### config.mk
export PLATFORM = sky130hd
export DESIGN_NAME = crf_top
export DESIGN_NICKNAME = d
export VERILOG_FILES = /design/src/crf_pkg.sv /design/src/crf_sync.sv /design/src/crf_state_dec.sv /design/src/crf_top.sv
export SDC_FILE = /design/constraint.sdc
export NUM_CORES = 1
export LEC_CHECK = 0
export BUFFER_PORTS_ARGS = -buffer_cell sky130_fd_sc_hd__buf_2
export CORE_UTILIZATION = 40
export CTS_CLUSTER_DIAMETER = 120
export DETAILED_ROUTE_END_ITERATION = 10
export GPL_ROUTABILITY_DRIVEN = 0
export PLACE_DENSITY_LB_ADDON = 0.3
export SETUP_SLACK_MARGIN = 0.1
export SLEW_MARGIN = 30
export SYNTH_ARGS = -nofsm -noshare
export SYNTH_HDL_FRONTEND = slang
export SYNTH_SLANG_ARGS = --single-unit
### constraint.sdc
create_clock -name hclk -period 3.79 [get_ports hclk]
set_input_delay 0.1895 -clock hclk [delete_from_list [all_inputs] [get_ports hclk]]
set_output_delay 0.1895 -clock hclk [all_outputs]
set_load 0.005 [all_outputs]
### src/crf_pkg.sv
package crf_pkg;
  // Register map, byte addresses on the AHB-Lite slave
  localparam logic [7:0] ADDR_FLAG_STATUS = 8'h00;
  localparam logic [7:0] ADDR_IRQ_ENABLE  = 8'h04;
  localparam logic [7:0] ADDR_CONTROL     = 8'h08;
  localparam logic [7:0] ADDR_COUNTERS    = 8'h0c;
  // Flag status field positions
  localparam int BIT_WAKE    = 7;
  localparam int BIT_CHANGE  = 6;
  localparam int RX_ST_LO    = 4;
  localparam int TX_ST_LO    = 2;
  localparam int BIT_OVERRUN = 1;
  localparam int BIT_RXFULL  = 0;
  // Control register: bit 0 init request, bit 1 wake enable
  localparam int BIT_INIT_REQ = 0;
  localparam int BIT_WAKE_EN  = 1;
  // Reset values
  localparam logic [7:0] FLAG_RESET = 8'h00;
  localparam logic [7:0] IEN_RESET  = 8'h00;
  localparam logic [1:0] CTRL_RESET = 2'h0;
  // Error count thresholds
  localparam logic [8:0] LIM_WARN = 9'd96;
  localparam logic [8:0] LIM_ERR  = 9'd128;
  localparam logic [8:0] LIM_OFF  = 9'd256;
  // Bus-state codes
  localparam logic [1:0] ST_OK   = 2'h0;
  localparam logic [1:0] ST_WARN = 2'h1;
  localparam logic [1:0] ST_ERR  = 2'h2;
  localparam logic [1:0] ST_OFF  = 2'h3;
  // Sensitivity codes
  localparam logic [1:0] SENS_NONE = 2'h0;
  localparam logic [1:0] SENS_OFF  = 2'h1;
  localparam logic [1:0] SENS_ERR  = 2'h2;
  localparam logic [1:0] SENS_ALL  = 2'h3;
  localparam logic [1:0] HTRANS_NONSEQ = 2'h2;
  localparam int SYNC_STAGES = 3;
endpackage

### src/crf_sync.sv
module crf_sync (
  input  wire logic hclk,
  input  wire logic hresetn,
  input  wire logic din,
  output logic      dout
);
  import crf_pkg::*;
  logic [SYNC_STAGES-1:0] stage_ff;
  logic                   dout_ff;
  // Three stages; a change counts once stages two and three agree
  always_ff @(posedge hclk or negedge hresetn) begin
    if (!hresetn) begin
      stage_ff <= '0;
      dout_ff  <= 1'b0;
    end else begin
      stage_ff <= {stage_ff[SYNC_STAGES-2:0], din};
      if (stage_ff[1] == stage_ff[2]) begin
        dout_ff <= stage_ff[2];
      end
    end
  end
  assign dout = dout_ff;
endmodule

### src/crf_state_dec.sv
module crf_state_dec (
  input  wire logic [8:0] rx_count,
  input  wire logic [8:0] tx_count,
  output logic      [1:0] rx_code,
  output logic      [1:0] tx_code
);
  import crf_pkg::*;
  wire tx_off = (tx_count >= LIM_OFF);
  // Bus-off overrides the receiver code; once it ends the code follows the receive count again
  assign rx_code = tx_off ? ST_OFF :
                   (rx_count >= LIM_ERR)  ? ST_ERR :
                   (rx_count >= LIM_WARN) ? ST_WARN : ST_OK;
  assign tx_code = tx_off ? ST_OFF :
                   (tx_count >= LIM_ERR)  ? ST_ERR :
                   (tx_count >= LIM_WARN) ? ST_WARN : ST_OK;
endmodule

### src/crf_top.sv
// Functional notes
// Write one clears, once cause gone
// Each flag has its enable bit
// Reads always; writes outside init (code also accepts control register writes in init); states read-only
// Init mode holds flags at reset
// Bus-state fields ignore init mode
// Bus activity in sleep sets wake
// Bus state change sets change flag
// States frozen while change flag pending
// Receiver code from receive error count
// Transmitter code from transmit error count
// Bus-off shown in receiver field too
// Overrun sets overrun flag
// Good message to foreground sets full
// Full flag blocks next foreground shift
// Unmasked flags hold the three requests
// Sensitivity fields select counted changes
// Requests are registered flag and enable
// Set wins over same-cycle clear
module crf_top (
  input  wire logic        hclk,
  input  wire logic        hresetn,
  input  wire logic        hsel,
  input  wire logic [7:0]  haddr,
  input  wire logic [1:0]  htrans,
  input  wire logic        hwrite,
  input  wire logic [2:0]  hsize,
  input  wire logic [31:0] hwdata,
  input  wire logic        hready,
  output logic      [31:0] hrdata,
  output logic             hreadyout,
  output logic             hresp,
  input  wire logic        init_acknowledge,
  input  wire logic        sleep_active,
  input  wire logic        bus_activity,
  input  wire logic [8:0]  rx_err_count,
  input  wire logic [8:0]  tx_err_count,
  input  wire logic        overrun_event,
  input  wire logic        rx_msg_ready,
  output logic             rx_shift_grant,
  output logic             init_request,
  output logic             wake_enable,
  output logic             wake_irq,
  output logic             error_irq,
  output logic             rx_irq
);
  import crf_pkg::*;

  logic        wake_flag_ff, change_flag_ff, ovr_flag_ff, full_flag_ff;
  logic [1:0]  rx_state_ff, tx_state_ff;
  logic [7:0]  ien_ff;
  logic [1:0]  ctrl_ff;
  logic        wr_pend_ff;
  logic [7:0]  wr_addr_ff;
  logic [31:0] hrdata_ff;
  logic        grant_ff;
  logic        wake_irq_ff, error_irq_ff, rx_irq_ff;
  logic        activity_sync;
  logic [1:0]  rx_code, tx_code;

  // Bus activity is an asynchronous pin; the rest is same-clock logic
  crf_sync u_sync (
    .hclk    (hclk),
    .hresetn (hresetn),
    .din     (bus_activity),
    .dout    (activity_sync)
  );

  crf_state_dec u_dec (
    .rx_count (rx_err_count),
    .tx_count (tx_err_count),
    .rx_code  (rx_code),
    .tx_code  (tx_code)
  );

  // Sensitivity filter: does moving from old to new state count
  function automatic logic sens_hit(input logic [1:0] sens, input logic [1:0] o,
                                    input logic [1:0] n);
    logic off_edge, err_edge;
    off_edge = (o == ST_OFF) != (n == ST_OFF);
    err_edge = off_edge || ((o == ST_ERR) != (n == ST_ERR));
    case (sens)
      SENS_NONE: sens_hit = 1'b0;
      SENS_OFF:  sens_hit = off_edge;
      SENS_ERR:  sens_hit = err_edge;
      SENS_ALL:  sens_hit = (o != n);
      default:   sens_hit = 1'b0;
    endcase
  endfunction

  // Address phase decode
  wire addr_ok  = hsel && hready && (htrans == HTRANS_NONSEQ);
  wire rd_req   = addr_ok && !hwrite;
  wire in_init  = ctrl_ff[BIT_INIT_REQ] && init_acknowledge;
  wire wr_flags = wr_pend_ff && (wr_addr_ff == ADDR_FLAG_STATUS) && !in_init;
  wire wr_ien   = wr_pend_ff && (wr_addr_ff == ADDR_IRQ_ENABLE) && !in_init;
  wire wr_ctrl  = wr_pend_ff && (wr_addr_ff == ADDR_CONTROL);
  wire [7:0] w1c = wr_flags ? hwdata[7:0] : 8'h00;

  // Flag set conditions
  wire set_wake   = sleep_active && ctrl_ff[BIT_WAKE_EN] && activity_sync;
  wire state_move = (rx_code != rx_state_ff) || (tx_code != tx_state_ff);
  wire set_change = !change_flag_ff && state_move &&
                    (sens_hit(ien_ff[5:4], rx_state_ff, rx_code) ||
                     sens_hit(ien_ff[3:2], tx_state_ff, tx_code));
  wire set_ovr    = overrun_event;
  wire take_msg   = rx_msg_ready && !full_flag_ff && grant_ff;
  wire set_full   = take_msg;

  // Clear only when written one and the cause is gone; set wins
  wire nxt_wake   = set_wake   || (wake_flag_ff   && !(w1c[BIT_WAKE] && !set_wake));
  wire nxt_change = set_change || (change_flag_ff && !w1c[BIT_CHANGE]);
  wire nxt_ovr    = set_ovr    || (ovr_flag_ff    && !(w1c[BIT_OVERRUN] && !set_ovr));
  wire nxt_full   = set_full   || (full_flag_ff   && !w1c[BIT_RXFULL]);

  // Event flags; held at reset value while init mode is active
  always_ff @(posedge hclk or negedge hresetn) begin
    if (!hresetn) begin
      {wake_flag_ff, change_flag_ff, ovr_flag_ff, full_flag_ff} <= 4'h0;
    end else if (in_init) begin
      {wake_flag_ff, change_flag_ff, ovr_flag_ff, full_flag_ff} <= 4'h0;
    end else begin
      wake_flag_ff   <= nxt_wake;
      change_flag_ff <= nxt_change;
      ovr_flag_ff    <= nxt_ovr;
      full_flag_ff   <= nxt_full;
    end
  end

  // Bus states follow counters unless a change flag is pending
  wire state_upd = !change_flag_ff;
  always_ff @(posedge hclk or negedge hresetn) begin
    if (!hresetn) begin
      rx_state_ff <= ST_OK;
      tx_state_ff <= ST_OK;
    end else if (state_upd) begin
      rx_state_ff <= rx_code;
      tx_state_ff <= tx_code;
    end
  end

  // Enable and control registers; enables are cleared in init mode,
  // except the sensitivity fields which survive it
  wire [7:0] ien_keep = ien_ff & 8'h3c;
  always_ff @(posedge hclk or negedge hresetn) begin
    if (!hresetn) begin
      ien_ff  <= IEN_RESET;
      ctrl_ff <= CTRL_RESET;
    end else begin
      if (in_init) begin
        ien_ff <= ien_keep;
      end else if (wr_ien) begin
        ien_ff <= hwdata[7:0];
      end
      if (wr_ctrl) begin
        ctrl_ff <= hwdata[1:0];
      end
    end
  end

  // Foreground shift grant drops once full is set, so no second shift
  always_ff @(posedge hclk or negedge hresetn) begin
    if (!hresetn) begin
      grant_ff <= 1'b0;
    end else begin
      grant_ff <= !nxt_full && !in_init;
    end
  end

  // Registered interrupt requests, one cycle after flag and enable
  always_ff @(posedge hclk or negedge hresetn) begin
    if (!hresetn) begin
      wake_irq_ff  <= 1'b0;
      error_irq_ff <= 1'b0;
      rx_irq_ff    <= 1'b0;
    end else begin
      wake_irq_ff  <= wake_flag_ff & ien_ff[BIT_WAKE];
      error_irq_ff <= (change_flag_ff & ien_ff[BIT_CHANGE]) |
                      (ovr_flag_ff & ien_ff[BIT_OVERRUN]);
      rx_irq_ff    <= full_flag_ff & ien_ff[BIT_RXFULL];
    end
  end

  // Read mux, taken in the address phase
  wire [7:0] flag_view = {wake_flag_ff, change_flag_ff, rx_state_ff, tx_state_ff,
                          ovr_flag_ff, full_flag_ff};
  wire [31:0] rd_mux =
    (haddr == ADDR_FLAG_STATUS) ? {24'h000000, flag_view} :
    (haddr == ADDR_IRQ_ENABLE)  ? {24'h000000, ien_ff} :
    (haddr == ADDR_CONTROL)     ? {30'h00000000, ctrl_ff} :
    (haddr == ADDR_COUNTERS)    ? {7'h00, tx_err_count, 7'h00, rx_err_count} :
    32'h00000000;

  // Zero wait state slave; write data lands one cycle after address
  always_ff @(posedge hclk or negedge hresetn) begin
    if (!hresetn) begin
      wr_pend_ff <= 1'b0;
      wr_addr_ff <= 8'h00;
      hrdata_ff  <= 32'h00000000;
    end else begin
      wr_pend_ff <= addr_ok && hwrite;
      wr_addr_ff <= haddr;
      if (rd_req) begin
        hrdata_ff <= rd_mux;
      end
    end
  end

  assign hrdata         = hrdata_ff;
  assign hreadyout      = 1'b1;
  assign hresp          = 1'b0;
  assign rx_shift_grant = grant_ff;
  assign init_request   = ctrl_ff[BIT_INIT_REQ];
  assign wake_enable    = ctrl_ff[BIT_WAKE_EN];
  assign wake_irq       = wake_irq_ff;
  assign error_irq      = error_irq_ff;
  assign rx_irq         = rx_irq_ff;
endmodule

======== After elaboration in Yosys (flattened, before gate mapping) ========
Cells that the tools add are included.
operators by class
  reduce and logical (&&, ||, !) cells .... 48
  equal/unequal tests ..................... 29
  bitwise operators ....................... 6
  mux-type cells .......................... 19
  shift operators ......................... 0
  divide/modulo/power cells ............... 0
  multiply operators ...................... 0
  order comparisons ....................... 5
  add/subtract/negate cells ............... 0
operators with widths
  kind                count
  $mux 25             4
  $eq 2x2->1 const B  13
  $eq 8x4->1 const B  3
  $mux 8              3
  $logic_and 1x1->1   23
  $ge 9x7->1 const B  2
  $ge 9x8->1 const B  2
  $eq 8x3->1 const B  2
  $logic_not 8->1     2
  $logic_not 1->1     11
  $ge 9x9->1 const B  1
  $logic_or 1x1->1    8
  $mux 2              4
  $ne 2x2->1          4
  $pmux 1 s4          2
  $mux 1              6
  $and 1x1->1         4
  $eq 2x1->1 const B  2
  $logic_not 2->1     2
  $ne 1x1->1          4
  $reduce_and 2->1    1
  $reduce_bool 2->1   1
  $eq 1x1->1          1
  $not 1->1           1
  $or 1x1->1          1
word-level totals
  memories kept ........................... 0
  bits in registers ....................... 67
  bits of input ports ..................... 73
  ROM bits ................................ 0
  output and inout bits ................... 40
  word-level logic and storage cells ...... 125
  RAM bits ................................ 0
  bits in latches ......................... 0

======== Logic depth before layout (Yosys ltp) ========
Gate-level depths: netlist (run 1).
  word-level depth ........................ 12
  gate-level depth with buffers ........... 7
  mapped depth without buffers ............ 5

======== By module ========
A second synthesis (run 1) with hierarchy kept.
second synthesis, totals
  cell total of the unflattened synthesis .. 185
  area, all modules ....................... 2328.5 um^2
by module, submodules not included
  module         cells an instance  area an instance (um^2)  times used  sequential area each (um^2)
  crf_top        174                2180.8                   1           1226.2
  crf_sync       5                  111.4                    1           100.1
  crf_state_dec  6                  36.3                     1           0.0

======== Worst setup path before layout (run 1) ========
Ideal clock, no wire load.
  path kind ............................... reg2reg
  from .................................... reg wr_addr_ff[5]
  to ...................................... reg ien_ff[2]
  buffers on the path ..................... 0
  cell stages (with the launch flop) ...... 6
  library setup time ...................... 0.125 ns
  arrival time ............................ 1.711 ns
  required time ........................... 3.665 ns
  setup slack ............................. 1.954 ns
  clock period less this slack ............ 1.836 ns
  path through ............................ dfrtp_1 -> or4_4 -> nor3_1 -> nand2_1 -> nor2_4 -> mux2_2
on the way
  longest elaborated chain between the ends .. 4
RTL lines
  item                               RTL line        source
  start: declaration                 crf_top.sv:54   logic [7:0] wr_addr_ff;
  start signal: assignment           crf_top.sv:202  wr_addr_ff <= haddr;
  $eq 8x3->1                         crf_top.sv:96   wire wr_ien = wr_pend_ff && (wr_addr_ff == ADDR_IRQ_ENABLE) && !in_init;
  $logic_and 1x1->1 (2 in a row)     crf_top.sv:96
  $reduce_and 2->1 (no source line)  -
  end signal: assignment             crf_top.sv:151  ien_ff <= ien_keep;
  end signal: assignment             crf_top.sv:153  ien_ff <= hwdata[7:0];
  end: declaration                   crf_top.sv:51   logic [7:0] ien_ff;
Every way passes these cells.
A chain may end at the register's enable or synchronous reset.

======== Worst setup path after layout (run 1) ========
  from .................................... reg wr_addr_ff[5]
  to ...................................... reg wake_flag_ff
on the way
  longest elaborated chain between the ends .. 9
RTL lines
  item                            RTL line        source
  $logic_not 8->1                 crf_top.sv:95   wire wr_flags = wr_pend_ff && (wr_addr_ff == ADDR_FLAG_STATUS) && !in_init;
  $logic_and 1x1->1 (2 in a row)  crf_top.sv:95
  $mux 8                          crf_top.sv:98   wire [7:0] w1c = wr_flags ? hwdata[7:0] : 8'h00;
  $logic_and 1x1->1               crf_top.sv:111  wire nxt_wake = set_wake || (wake_flag_ff && !(w1c[BIT_WAKE] && !set_wake));
  $logic_not 1->1                 crf_top.sv:111
  $logic_and 1x1->1               crf_top.sv:111
  $logic_or 1x1->1                crf_top.sv:111
  $mux 1                          crf_top.sv:120  end else if (in_init) begin
  end signal: assignment          crf_top.sv:123  wake_flag_ff <= nxt_wake;
  end: declaration                crf_top.sv:49   logic wake_flag_ff, change_flag_ff, ovr_flag_ff, full_flag_ff;
Every way passes these cells.

==> impl_metrics.json, run 1 <==
{
  "outcome": "finished with violations",
  "failed_checks": "negative hold slack",
  "synth_enable_flop_cells": 0,
  "worst-r2r-setup-slack_ns": 1.68,
  "floorplan.die.width_um": 79.4,
  "cp-startpoint": "wr_addr_ff[5]$_DFF_PN0_",
  "leakage_power_total_nw": 1.47,
  "cts_sinks": 53,
  "finalHoldViolCount": 4,
  "power.density_cell_area_nw_per_um2": 427,
  "grt_max_degree": 54,
  "synthArstFlopShare_pct": 100,
  "hold_path_class": "in -> async",
  "slew_viol_final": 0,
  "critPathMaxStageDelay_ns": 0.69,
  "flip_flop_cell_with_the_highest_count_after_synthesis": "dfrtp_1",
  "core_um2": 5640,
  "maxClockFrequency_mhz": 473,
  "synth-seq-cells": 53,
  "multiInputGateArea_um2": 937,
  "layout.core_utilization_pct": 51.7,
  "number_of_antenna_violations_at_the_first_check_in_global_routing": 0,
  "die_height_um": 79.4,
  "critical_path_buf_inv_count": 0,
  "critical_path.reg2reg.startpoint": "wr_addr_ff[5]$_DFF_PN0_",
  "crit_arrival_ns": 2.30,
  "number_of_iterations_in_the_first_detailed_routing_pass": 4,
  "routed-via-count": 1835,
  "number_of_vias_per_cell_after_detailed_routing": 5.13,
  "antenna_cells": 0,
  "ctsHtreeMaxLevel": 2,
  "critical_path.startpoint_type": "register",
  "fill_cells": 530,
  "postSynthCellCount": 212,
  "finish.net_count": 358,
  "setup_tns_ns": 0,
  "cts-root-to-sink-buffers": 2,
  "num_ports": 113,
  "worst_clock_skew_ns": 0.00421,
  "setup_violations": 0,
  "worstMarginPinSlew_ns": 0.814,
  "cp.required_ns": 3.97,
  "cts-root-buf": "clkbuf_8",
  "finalCritPeriodShare_pct": 55.8,
  "syn-cell-area_um2": 2400,
  "globalRouteOverflowTotal": 0,
  "worst_path_max_delay_cell": "nor4_1",
  "rows": 27,
  "share_of_post_route_cells_with_drive_strength_above_1_pct": 31.8,
  "post_synth_num_cell_types": 43,
  "avgRoutedWirePerCell_um": 14.4,
  "io_buffer_count": 69,
  "max_cap_viol_count": 0,
  "worst_slew_margin_rel_pct": 45.2,
  "path_delay_family": "simple AND/OR/NAND/NOR gates",
  "syn_area_per_cell_um2": 11.3,
  "clk_pin_slew_ns": 0.09,
  "criticalPathCategory": "reg -> reg",
  "synth-seq-area-share_pct": 55.3,
  "place.detailed.hpwl_um": 3650,
  "skew_pair_late_insertion_delay_ns": 0.30,
  "seq_area_um2": 1330,
  "start_util_pct": 42.5,
  "placement.setup.worst_slack_ns": 1.62,
  "post-route-worst-setup-slack_ns": 1.68,
  "postRouteAntennaNets": 0,
  "floorplan.die_area_um2": 6310,
  "area_delta_synth_final_pct": 21.5,
  "grt_pass1_vias": 1840,
  "synthesis.yosys.warnings": 0,
  "unrepaired_setup_endpoints_after_global_routing": "false",
  "remaining_drc_errors": 0,
  "tritoncts": "yes",
  "numCtsBuffers": 5,
  "grtUsageTotal_pct": 18.3,
  "critical_path_peak_fanout": 4,
  "report.power.total_mw": 1.24,
  "end_kind": "register",
  "irDropWorstVdd_mv": 0.243,
  "final.hold.worst_slack_ns": -0.00326,
  "grt_first_pass_wirelength_um": 8710,
  "post_cts.repair.setup_buffers": 0,
  "post-route-min-period_ns": 2.11,
  "wirelength_um": 5150,
  "drt_first_iter_violations": 119,
  "worstPathCellList": "or4_4 -> nor4_1 -> nand2_1 -> a32oi_1 -> nor2_1"
}
-- cell families after synthesis --
| logic type | count (synthesis) | synth area share (%) |
|---|---|---|
| other | 2 | 0.313 |
| adder cells (fa/ha/maj) | 1 | 0.417 |
| AO/OA/AOI/OAI | 54 | 15.0 |
| XOR/XNOR | 1 | 0.365 |
| AND/OR/NAND/NOR | 56 | 13.3 |
| flip-flops | 53 | 55.3 |
| multiplexers | 14 | 7.51 |
| buffers and inverters | 31 | 7.82 |
-- cells in the mapped netlist, types with 2 or more instances --
cell type  number  area (µm²)
a21oi_1        15        75.1
a22o_1         15         131
a31oi_1         5        31.3
and2_1          5        31.3
buf_2           3        15.0
buf_4          16         120
clkbuf_1        4        15.0
conb_1          2        7.51
dfrtp_1        53        1330
inv_1           6        22.5
mux2_2          4        45.0
mux2_4          2        30.0
mux2i_1         6        60.1
mux4_2          2        45.0
nand2_1        17        63.8
nor2_1         12        45.0
nor3_1          5        25.0
nor4_1          3        18.8
o21ai_0        12        60.1
or4_4           2        22.5
-- timing repair --
item / CTS / global route
gates resized for setup: 0 / 0
hold buffers: 6 / 1
hold endpoints to repair: 6 / 1
-- where the power goes --
part / switching, mW / total, mW / internal [mW]
Clock: 0.178 / 0.394 / 0.215
Combinational: 0.0927 / 0.183 / 0.0899
Sequential: 0.0610 / 0.668 / 0.607
-- path summary, 6_finish.rpt --
kind | cells past startpoint | endpoint
min in group hclk | 2 | hrdata[16]$_DFFE_PN0P_
worst min-delay path | 2 | u_sync.dout$_DFFE_PN0N_
worst max register to register | 5 | wake_flag_ff$_DFF_PN0_
max in group asynchronous | 2 | hrdata[6]$_DFFE_PN0P_
worst max-delay path | 5 | wake_flag_ff$_DFF_PN0_
worst min register to register | 0 | u_sync.stage_ff[1]$_DFF_PN0_
-- stage by stage --
stage                     area, µm²  instances
after floorplan                2450        226
after global placement         2730        343
after detailed placement       2730        343
after CTS                      2910        357
after global routing           2920        358
final                          2920        358
-- flip-flops by register name (all words and copies together) (netlist names) --
name / cells
wake_irq: 1
u_sync.dout: 1
ien_ff: 8
change_flag_ff: 1
rx_state_ff: 2
hrdata: 18
error_irq: 1
tx_state_ff: 2
wr_addr_ff: 8
ovr_flag_ff: 1
u_sync.stage_ff: 3
full_flag_ff: 1
rx_shift_grant: 1
wr_pend_ff: 1
wake_flag_ff: 1
rx_irq: 1
ctrl_ff: 2
-- layout make-up --
| cell class | instances | area share [%] |
|---|---|---|
| sequential | 53 | 45.5 |
| multi-input combinational | 142 | 32.1 |
| clock buffer | 7 | 2.96 |
| inverter | 6 | 0.773 |
| timing repair buffer | 77 | 14.5 |
| tap | 72 | 3.09 |
| clock inverter | 1 | 1.03 |
-- layer usage --
metal | GRT usage [%] | wire, µm
met1 | 24.8 | 2430
met2 | 27.8 | 2330
met3 | 5.37 | 335
met4 | 6.73 | 57
met5 | 0 | 0
-- worst register-to-register path, delay by kind of cell (launching register included) --
family | cells | cell delay (ns)
compound gates | 1 | 0.20
flops | 1 | 0.37
simple gates | 4 | 1.43
-- cells in the final DEF (no fill, tap or decap), drive strengths merged, types with 2 or more instances in the layout --
master	instances
o21ai	12
dfrtp	53
a21oi	15
clkbuf	7
nor4	3
nor2	14
nor3	5
inv	6
or4	3
and2	5
mux4	2
mux2i	6
a31oi	5
buf	70
nand2	17
conb	16
mux2	6
dlygate4sd3	7
a22o	15
(Power assumes the default switching activity.)
==> inputs of run 2 (changes only) <==
==> constraint.sdc (replaced) <==
create_clock -name hclk -period 1.7 [get_ports hclk]
set_input_delay 0.085 -clock hclk [delete_from_list [all_inputs] [get_ports hclk]]
set_output_delay 0.085 -clock hclk [all_outputs]
set_load 0.005 [all_outputs]
==> run 2 against run 1 <==
The run ends with negative setup slack left. Via count rose by 1.1%. Sequential cell count unchanged. Utilization rose by 2.9 points. Worst hold slack better by 0.011 ns. Die area unchanged. Clock skew is 0.0033 ns higher. Wire length decreased by 3.2%. Clock power grew 120%. Maximum frequency is 14% higher. Critical path depth is 2 lower. Critical path type unchanged.
==> impl_metrics.json, run 2 (synthesis gave the netlist of run 1 again) <==
{
  "number_of_antenna_violations_at_the_first_check_in_global_routing": 0,
  "irDropWorstVdd_mv": 0.434,
  "clk_pin_slew_ns": 0.09,
  "unrepaired_setup_endpoints_after_global_routing": "true",
  "critPathMaxStageDelay_ns": 0.56,
  "post-route-min-period_ns": 1.86,
  "path_delay_family": "simple AND/OR/NAND/NOR gates",
  "drt_first_iter_violations": 112,
  "remaining_drc_errors": 0,
  "cts_sinks": 53,
  "globalRouteOverflowTotal": 0,
  "number_of_iterations_in_the_first_detailed_routing_pass": 4,
  "worstPathCellList": "or4_4 -> or4b_4 -> mux2_4",
  "worst_clock_skew_ns": 0.00750,
  "floorplan.die.width_um": 79.4,
  "area_delta_synth_final_pct": 28.3,
  "post-route-worst-setup-slack_ns": -0.159,
  "slew_viol_final": 0,
  "fin_area_um2": 3080,
  "grtUsageTotal_pct": 18.0,
  "crit_arrival_ns": 2.06,
  "end_kind": "register",
  "failed_checks": "negative setup slack",
  "report.power.total_mw": 2.80,
  "place.detailed.hpwl_um": 3580,
  "num_ports": 113,
  "mostFrequentLayoutCells": "buf_2, dfrtp_1, nand2_1, conb_1",
  "setup_violations": 13,
  "criticalPathCategory": "reg -> reg",
  "tritoncts": "yes",
  "floorplan.die_area_um2": 6310,
  "layout.cells.most_common": "buf_2",
  "core_um2": 5640,
  "max_ffs_per_register": 18,
  "rows": 27,
  "cts-root-buf": "clkbuf_8",
  "share_of_post_route_cells_with_drive_strength_above_1_pct": 33.0,
  "dpl-instance-area_um2": 2800,
  "final.hold.worst_slack_ns": 0.00764,
  "setup_tns_ns": -0.879,
  "power.density_cell_area_nw_per_um2": 908,
  "critical_path_peak_fanout": 3,
  "die_height_um": 79.4,
  "grt_max_degree": 54,
  "critical_path_buf_inv_count": 0,
  "maxClockFrequency_mhz": 538,
  "numCtsBuffers": 5,
  "postRouteAntennaNets": 0,
  "ctsHtreeMaxLevel": 2,
  "skew_pair_late_insertion_delay_ns": 0.31,
  "outcome": "finished with violations",
  "leakage_power_total_nw": 1.56,
  "finalCritPeriodShare_pct": 109,
  "routed-via-count": 1855,
  "hold_path_class": "in -> reg",
  "worst_path_max_delay_cell": "or4_4",
  "grt_pass1_vias": 1812,
  "critical_path.startpoint_type": "register",
  "wirelength_um": 4990,
  "finish.net_count": 372,
  "io_buffer_count": 69,
  "max_cap_viol_count": 0,
  "cp.required_ns": 1.90,
  "start_util_pct": 42.5,
  "grt_first_pass_wirelength_um": 8530,
  "number_of_vias_per_cell_after_detailed_routing": 4.99,
  "avgRoutedWirePerCell_um": 13.4,
  "finalHoldViolCount": 0,
  "cts-root-to-sink-buffers": 2,
  "antenna_cells": 0
}
## run 2: cell count changes in the layout (fill, tap and decap cells not counted), sizes merged
cell         previous run  this run
buf                    70        76
dlygate4sd3             7        15
## run 2: what timing repair did
item,4_1_cts,5_1_grt
gates resized for setup,0,2
endpoints found under the hold margin,66,1
pin swaps,2,1
hold buffers,14,1
buffers inserted,0,1
setup endpoints to repair,15,15
## run 2: worst paths after layout
path | end | cells past startpoint | startpoint | slack [ns]
min in group asynchronous | u_sync.stage_ff[0]$_DFF_PN0_ | 3 | hresetn | 0.30
setup reg to reg | ctrl_ff[1]$_DFFE_PN0P_ | 3 | wr_addr_ff[5]$_DFF_PN0_ | -0.16
setup / recovery | ctrl_ff[1]$_DFFE_PN0P_ | 3 | wr_addr_ff[5]$_DFF_PN0_ | -0.16
max in group asynchronous | rx_state_ff[1]$_DFFE_PN0N_ | 3 | hresetn | 1.17
hold reg to reg | u_sync.stage_ff[1]$_DFF_PN0_ | 0 | u_sync.stage_ff[0]$_DFF_PN0_ | 0.36
hold / removal | wr_pend_ff$_DFF_PN0_ | 3 | hwrite | 0.008
## run 2: layout make-up
type | instances | area, µm²
fill | 502 | 2560
inverter | 6 | 22.5
timing repair buffer | 91 | 561
tap | 72 | 90.1
clock buffer | 7 | 86.3
clock inverter | 1 | 30.0
sequential | 53 | 1330
multi-input combinational | 142 | 962
## run 2: tightest hold or removal path, stage by stage
cell and delay (ns):
buf_2 0.09, inv_1 0.06, nor2_1 0.05
## run 2: per-stage QoR
stage	util, %	cells	setup WS [ns]
floorplan	-	226	-0.109
global placement	49.5	348	-0.117
detailed placement	49.5	348	-0.146
CTS	54.1	370	-0.148
global route	54.6	372	-0.196
finish	54.6	372	-0.159
## run 2: per-layer routing
metal	global-route usage (%)	share of wire [%]
met1	23.8	47
met2	28.4	44
met3	4.46	7.6
met4	6.55	1.3
met5	0	0
## run 2: power breakdown
part / switching (mW) / internal [mW]
sequential: 0.135 / 1.35
clock: 0.403 / 0.480
combinational: 0.206 / 0.218
==> inputs of run 3 (changes only) <==
--- a/config.mk
+++ b/config.mk
@@ -10,7 +10,7 @@
 export CTS_CLUSTER_DIAMETER = 120
 export DETAILED_ROUTE_END_ITERATION = 10
 export GPL_ROUTABILITY_DRIVEN = 0
-export PLACE_DENSITY_LB_ADDON = 0.3
+export PLACE_DENSITY_LB_ADDON = 0.15
 export SETUP_SLACK_MARGIN = 0.1
 export SLEW_MARGIN = 30
 export SYNTH_ARGS = -nofsm -noshare
==> run 3 against run 2 <==
Utilization up 0.98 points. Critical path depth unchanged. Maximum frequency decreased by 0.14%. The run still ends with negative setup slack left. Sequential share of layout area fell by 0.76 points.
==> impl_metrics.json, run 3 (synthesis gave the netlist of run 1 again) <==
{
  "skew_pair_late_insertion_delay_ns": 0.31,
  "drt_first_iter_violations": 129,
  "end_kind": "register",
  "grtUsageTotal_pct": 17.8,
  "mostFrequentLayoutCells": "buf_2, dfrtp_1, nand2_1, conb_1",
  "fin_area_um2": 3130,
  "globalRouteOverflowTotal": 0,
  "postRouteAntennaNets": 0,
  "critical_path.reg2reg.startpoint": "wr_addr_ff[5]$_DFF_PN0_",
  "globalRouteMet2Util_pct": 27.5,
  "fin_cells": 375,
  "cts-root-to-sink-buffers": 2,
  "antenna_cells": 0,
  "setup_tns_ns": -1.37,
  "failed_checks": "negative setup slack",
  "outcome": "finished with violations",
  "cts_sinks": 53,
  "finalCritPeriodShare_pct": 109,
  "post-route-min-period_ns": 1.86,
  "avgRoutedWirePerCell_um": 13.9,
  "routed-via-count": 1899,
  "cp-startpoint": "wr_addr_ff[5]$_DFF_PN0_",
  "ctsHtreeMaxLevel": 2,
  "seq_power_share_pct": 53.6,
  "maxClockFrequency_mhz": 537,
  "place.detailed.hpwl_um": 3780,
  "wirelength_um": 5210,
  "criticalPathCategory": "reg -> reg",
  "number_of_vias_per_cell_after_detailed_routing": 5.06,
  "irDropWorstVdd_mv": 0.357,
  "clk_pin_slew_ns": 0.10,
  "grt_pass1_vias": 1797,
  "cp.required_ns": 1.91,
  "critical_path_peak_fanout": 3,
  "use_met3_pct": 4.34,
  "num_ports": 113,
  "leakage_power_total_nw": 1.58,
  "max_ffs_per_register": 18,
  "floorplan.die.width_um": 79.4,
  "multiInputGateArea_um2": 995,
  "power.density_cell_area_nw_per_um2": 889,
  "numCtsBuffers": 5,
  "core_um2": 5640,
  "seq_area_um2": 1330,
  "hold_path_class": "in -> reg",
  "global_route.peak_usage_layer": "met2",
  "worst_clock_skew_ns": 0.0126,
  "critical_path.startpoint_type": "register",
  "number_of_antenna_violations_at_the_first_check_in_global_routing": 0,
  "share_of_post_route_cells_with_drive_strength_above_1_pct": 35.0,
  "area_delta_synth_final_pct": 30.6,
  "remaining_drc_errors": 0,
  "timing.hold.worst.start": "hwdata[7]",
  "layout.cells.most_common": "buf_2",
  "cts-root-buf": "clkbuf_8",
  "grt_max_degree": 36,
  "io_buffer_count": 69,
  "fill_cells": 523,
  "logic_pwr_share_pct": 15.7,
  "power.switching_mw": 0.771,
  "number_of_iterations_in_the_first_detailed_routing_pass": 4,
  "post-route-worst-setup-slack_ns": -0.161,
  "numPlacedInstances": 348,
  "rows": 27,
  "dpl-instance-area_um2": 2800,
  "setup_violations": 15,
  "final.hold.worst_slack_ns": 0.00959,
  "crit_arrival_ns": 2.07,
  "finish.net_count": 375,
  "start_util_pct": 42.5,
  "die_height_um": 79.4,
  "unrepaired_setup_endpoints_after_global_routing": "true",
  "power.share.switching_pct": 27.7,
  "internal_mw": 2.02,
  "grt_first_pass_wirelength_um": 8490,
  "slew_viol_final": 0,
  "finalHoldViolCount": 0,
  "max_cap_viol_count": 0,
  "met1_usage_pct": 24.9,
  "tritoncts": "yes",
  "clockPowerShare_pct": 30.8,
  "floorplan.die_area_um2": 6310
}
[run 3: worst paths after layout]
kind / to / slack, ns / cells past startpoint
min: ien_ff[7]$_DFFE_PN0P_ / 0.01 / 2
max: ctrl_ff[1]$_DFFE_PN0P_ / -0.16 / 3
max reg2reg: ctrl_ff[1]$_DFFE_PN0P_ / -0.16 / 3
min reg2reg: u_sync.stage_ff[1]$_DFF_PN0_ / 0.35 / 0
min in group asynchronous: rx_shift_grant$_DFF_PN0_ / 0.25 / 2
max in group asynchronous: ien_ff[5]$_DFFE_PN0P_ / 0.90 / 3
[run 3: through the flow]
step / power (mW) / worst slack (ns) / util (%)
floorplan: 1.77 / -0.109 / -
global placement: 1.91 / -0.119 / 49.5
detailed placement: 1.92 / -0.130 / 49.5
CTS: 2.81 / -0.141 / 54.8
global route: 2.95 / -0.212 / 55.5
finish: 2.79 / -0.161 / 55.5
[run 3: cell type report]
cell class	count	area share, %
clock buffers	5	2.20
repair buffers	94	18.7
inverters	6	0.719
well taps	72	2.88
flip-flops and latches	53	42.3
clock inverters	3	1.40
multi-input cells	142	31.7
[run 3: critical path, cell delays in order, from the launching register on]
cell and delay [ns]:
dfrtp_1 0.37, or4_4 0.56, or4b_4 0.52, mux2_4 0.31
[run 3: repair_timing]
| item | 4_1_cts | 5_1_grt |
|---|---|---|
| gates resized for setup | 3 | 8 |
| hold buffers | 15 | 0 |
| setup buffers | 3 | 3 |
| pin swaps | 3 | 2 |
| setup endpoints to repair | 15 | 16 |
| endpoints found under the hold margin | 32 | 0 |
[run 3: power groups by stage]
stage               registers (mW)  logic, mW  clock network [mW]
CTS                           1.49      0.436               0.882
global route                  1.52      0.493               0.943
detailed placement            1.52      0.405                   0
floorplan                     1.46      0.310                   0
global placement              1.51      0.400                   0
finish                        1.49      0.436               0.858
[run 3: layer usage]
| metal | up-vias | share of wire, % |
|---|---|---|
| li1 | 905 | - |
| met1 | 907 | 45 |
| met5 | - | 0 |
| met2 | 81 | 46 |
| met4 | 0 | 1.1 |
| met3 | 6 | 7.9 |
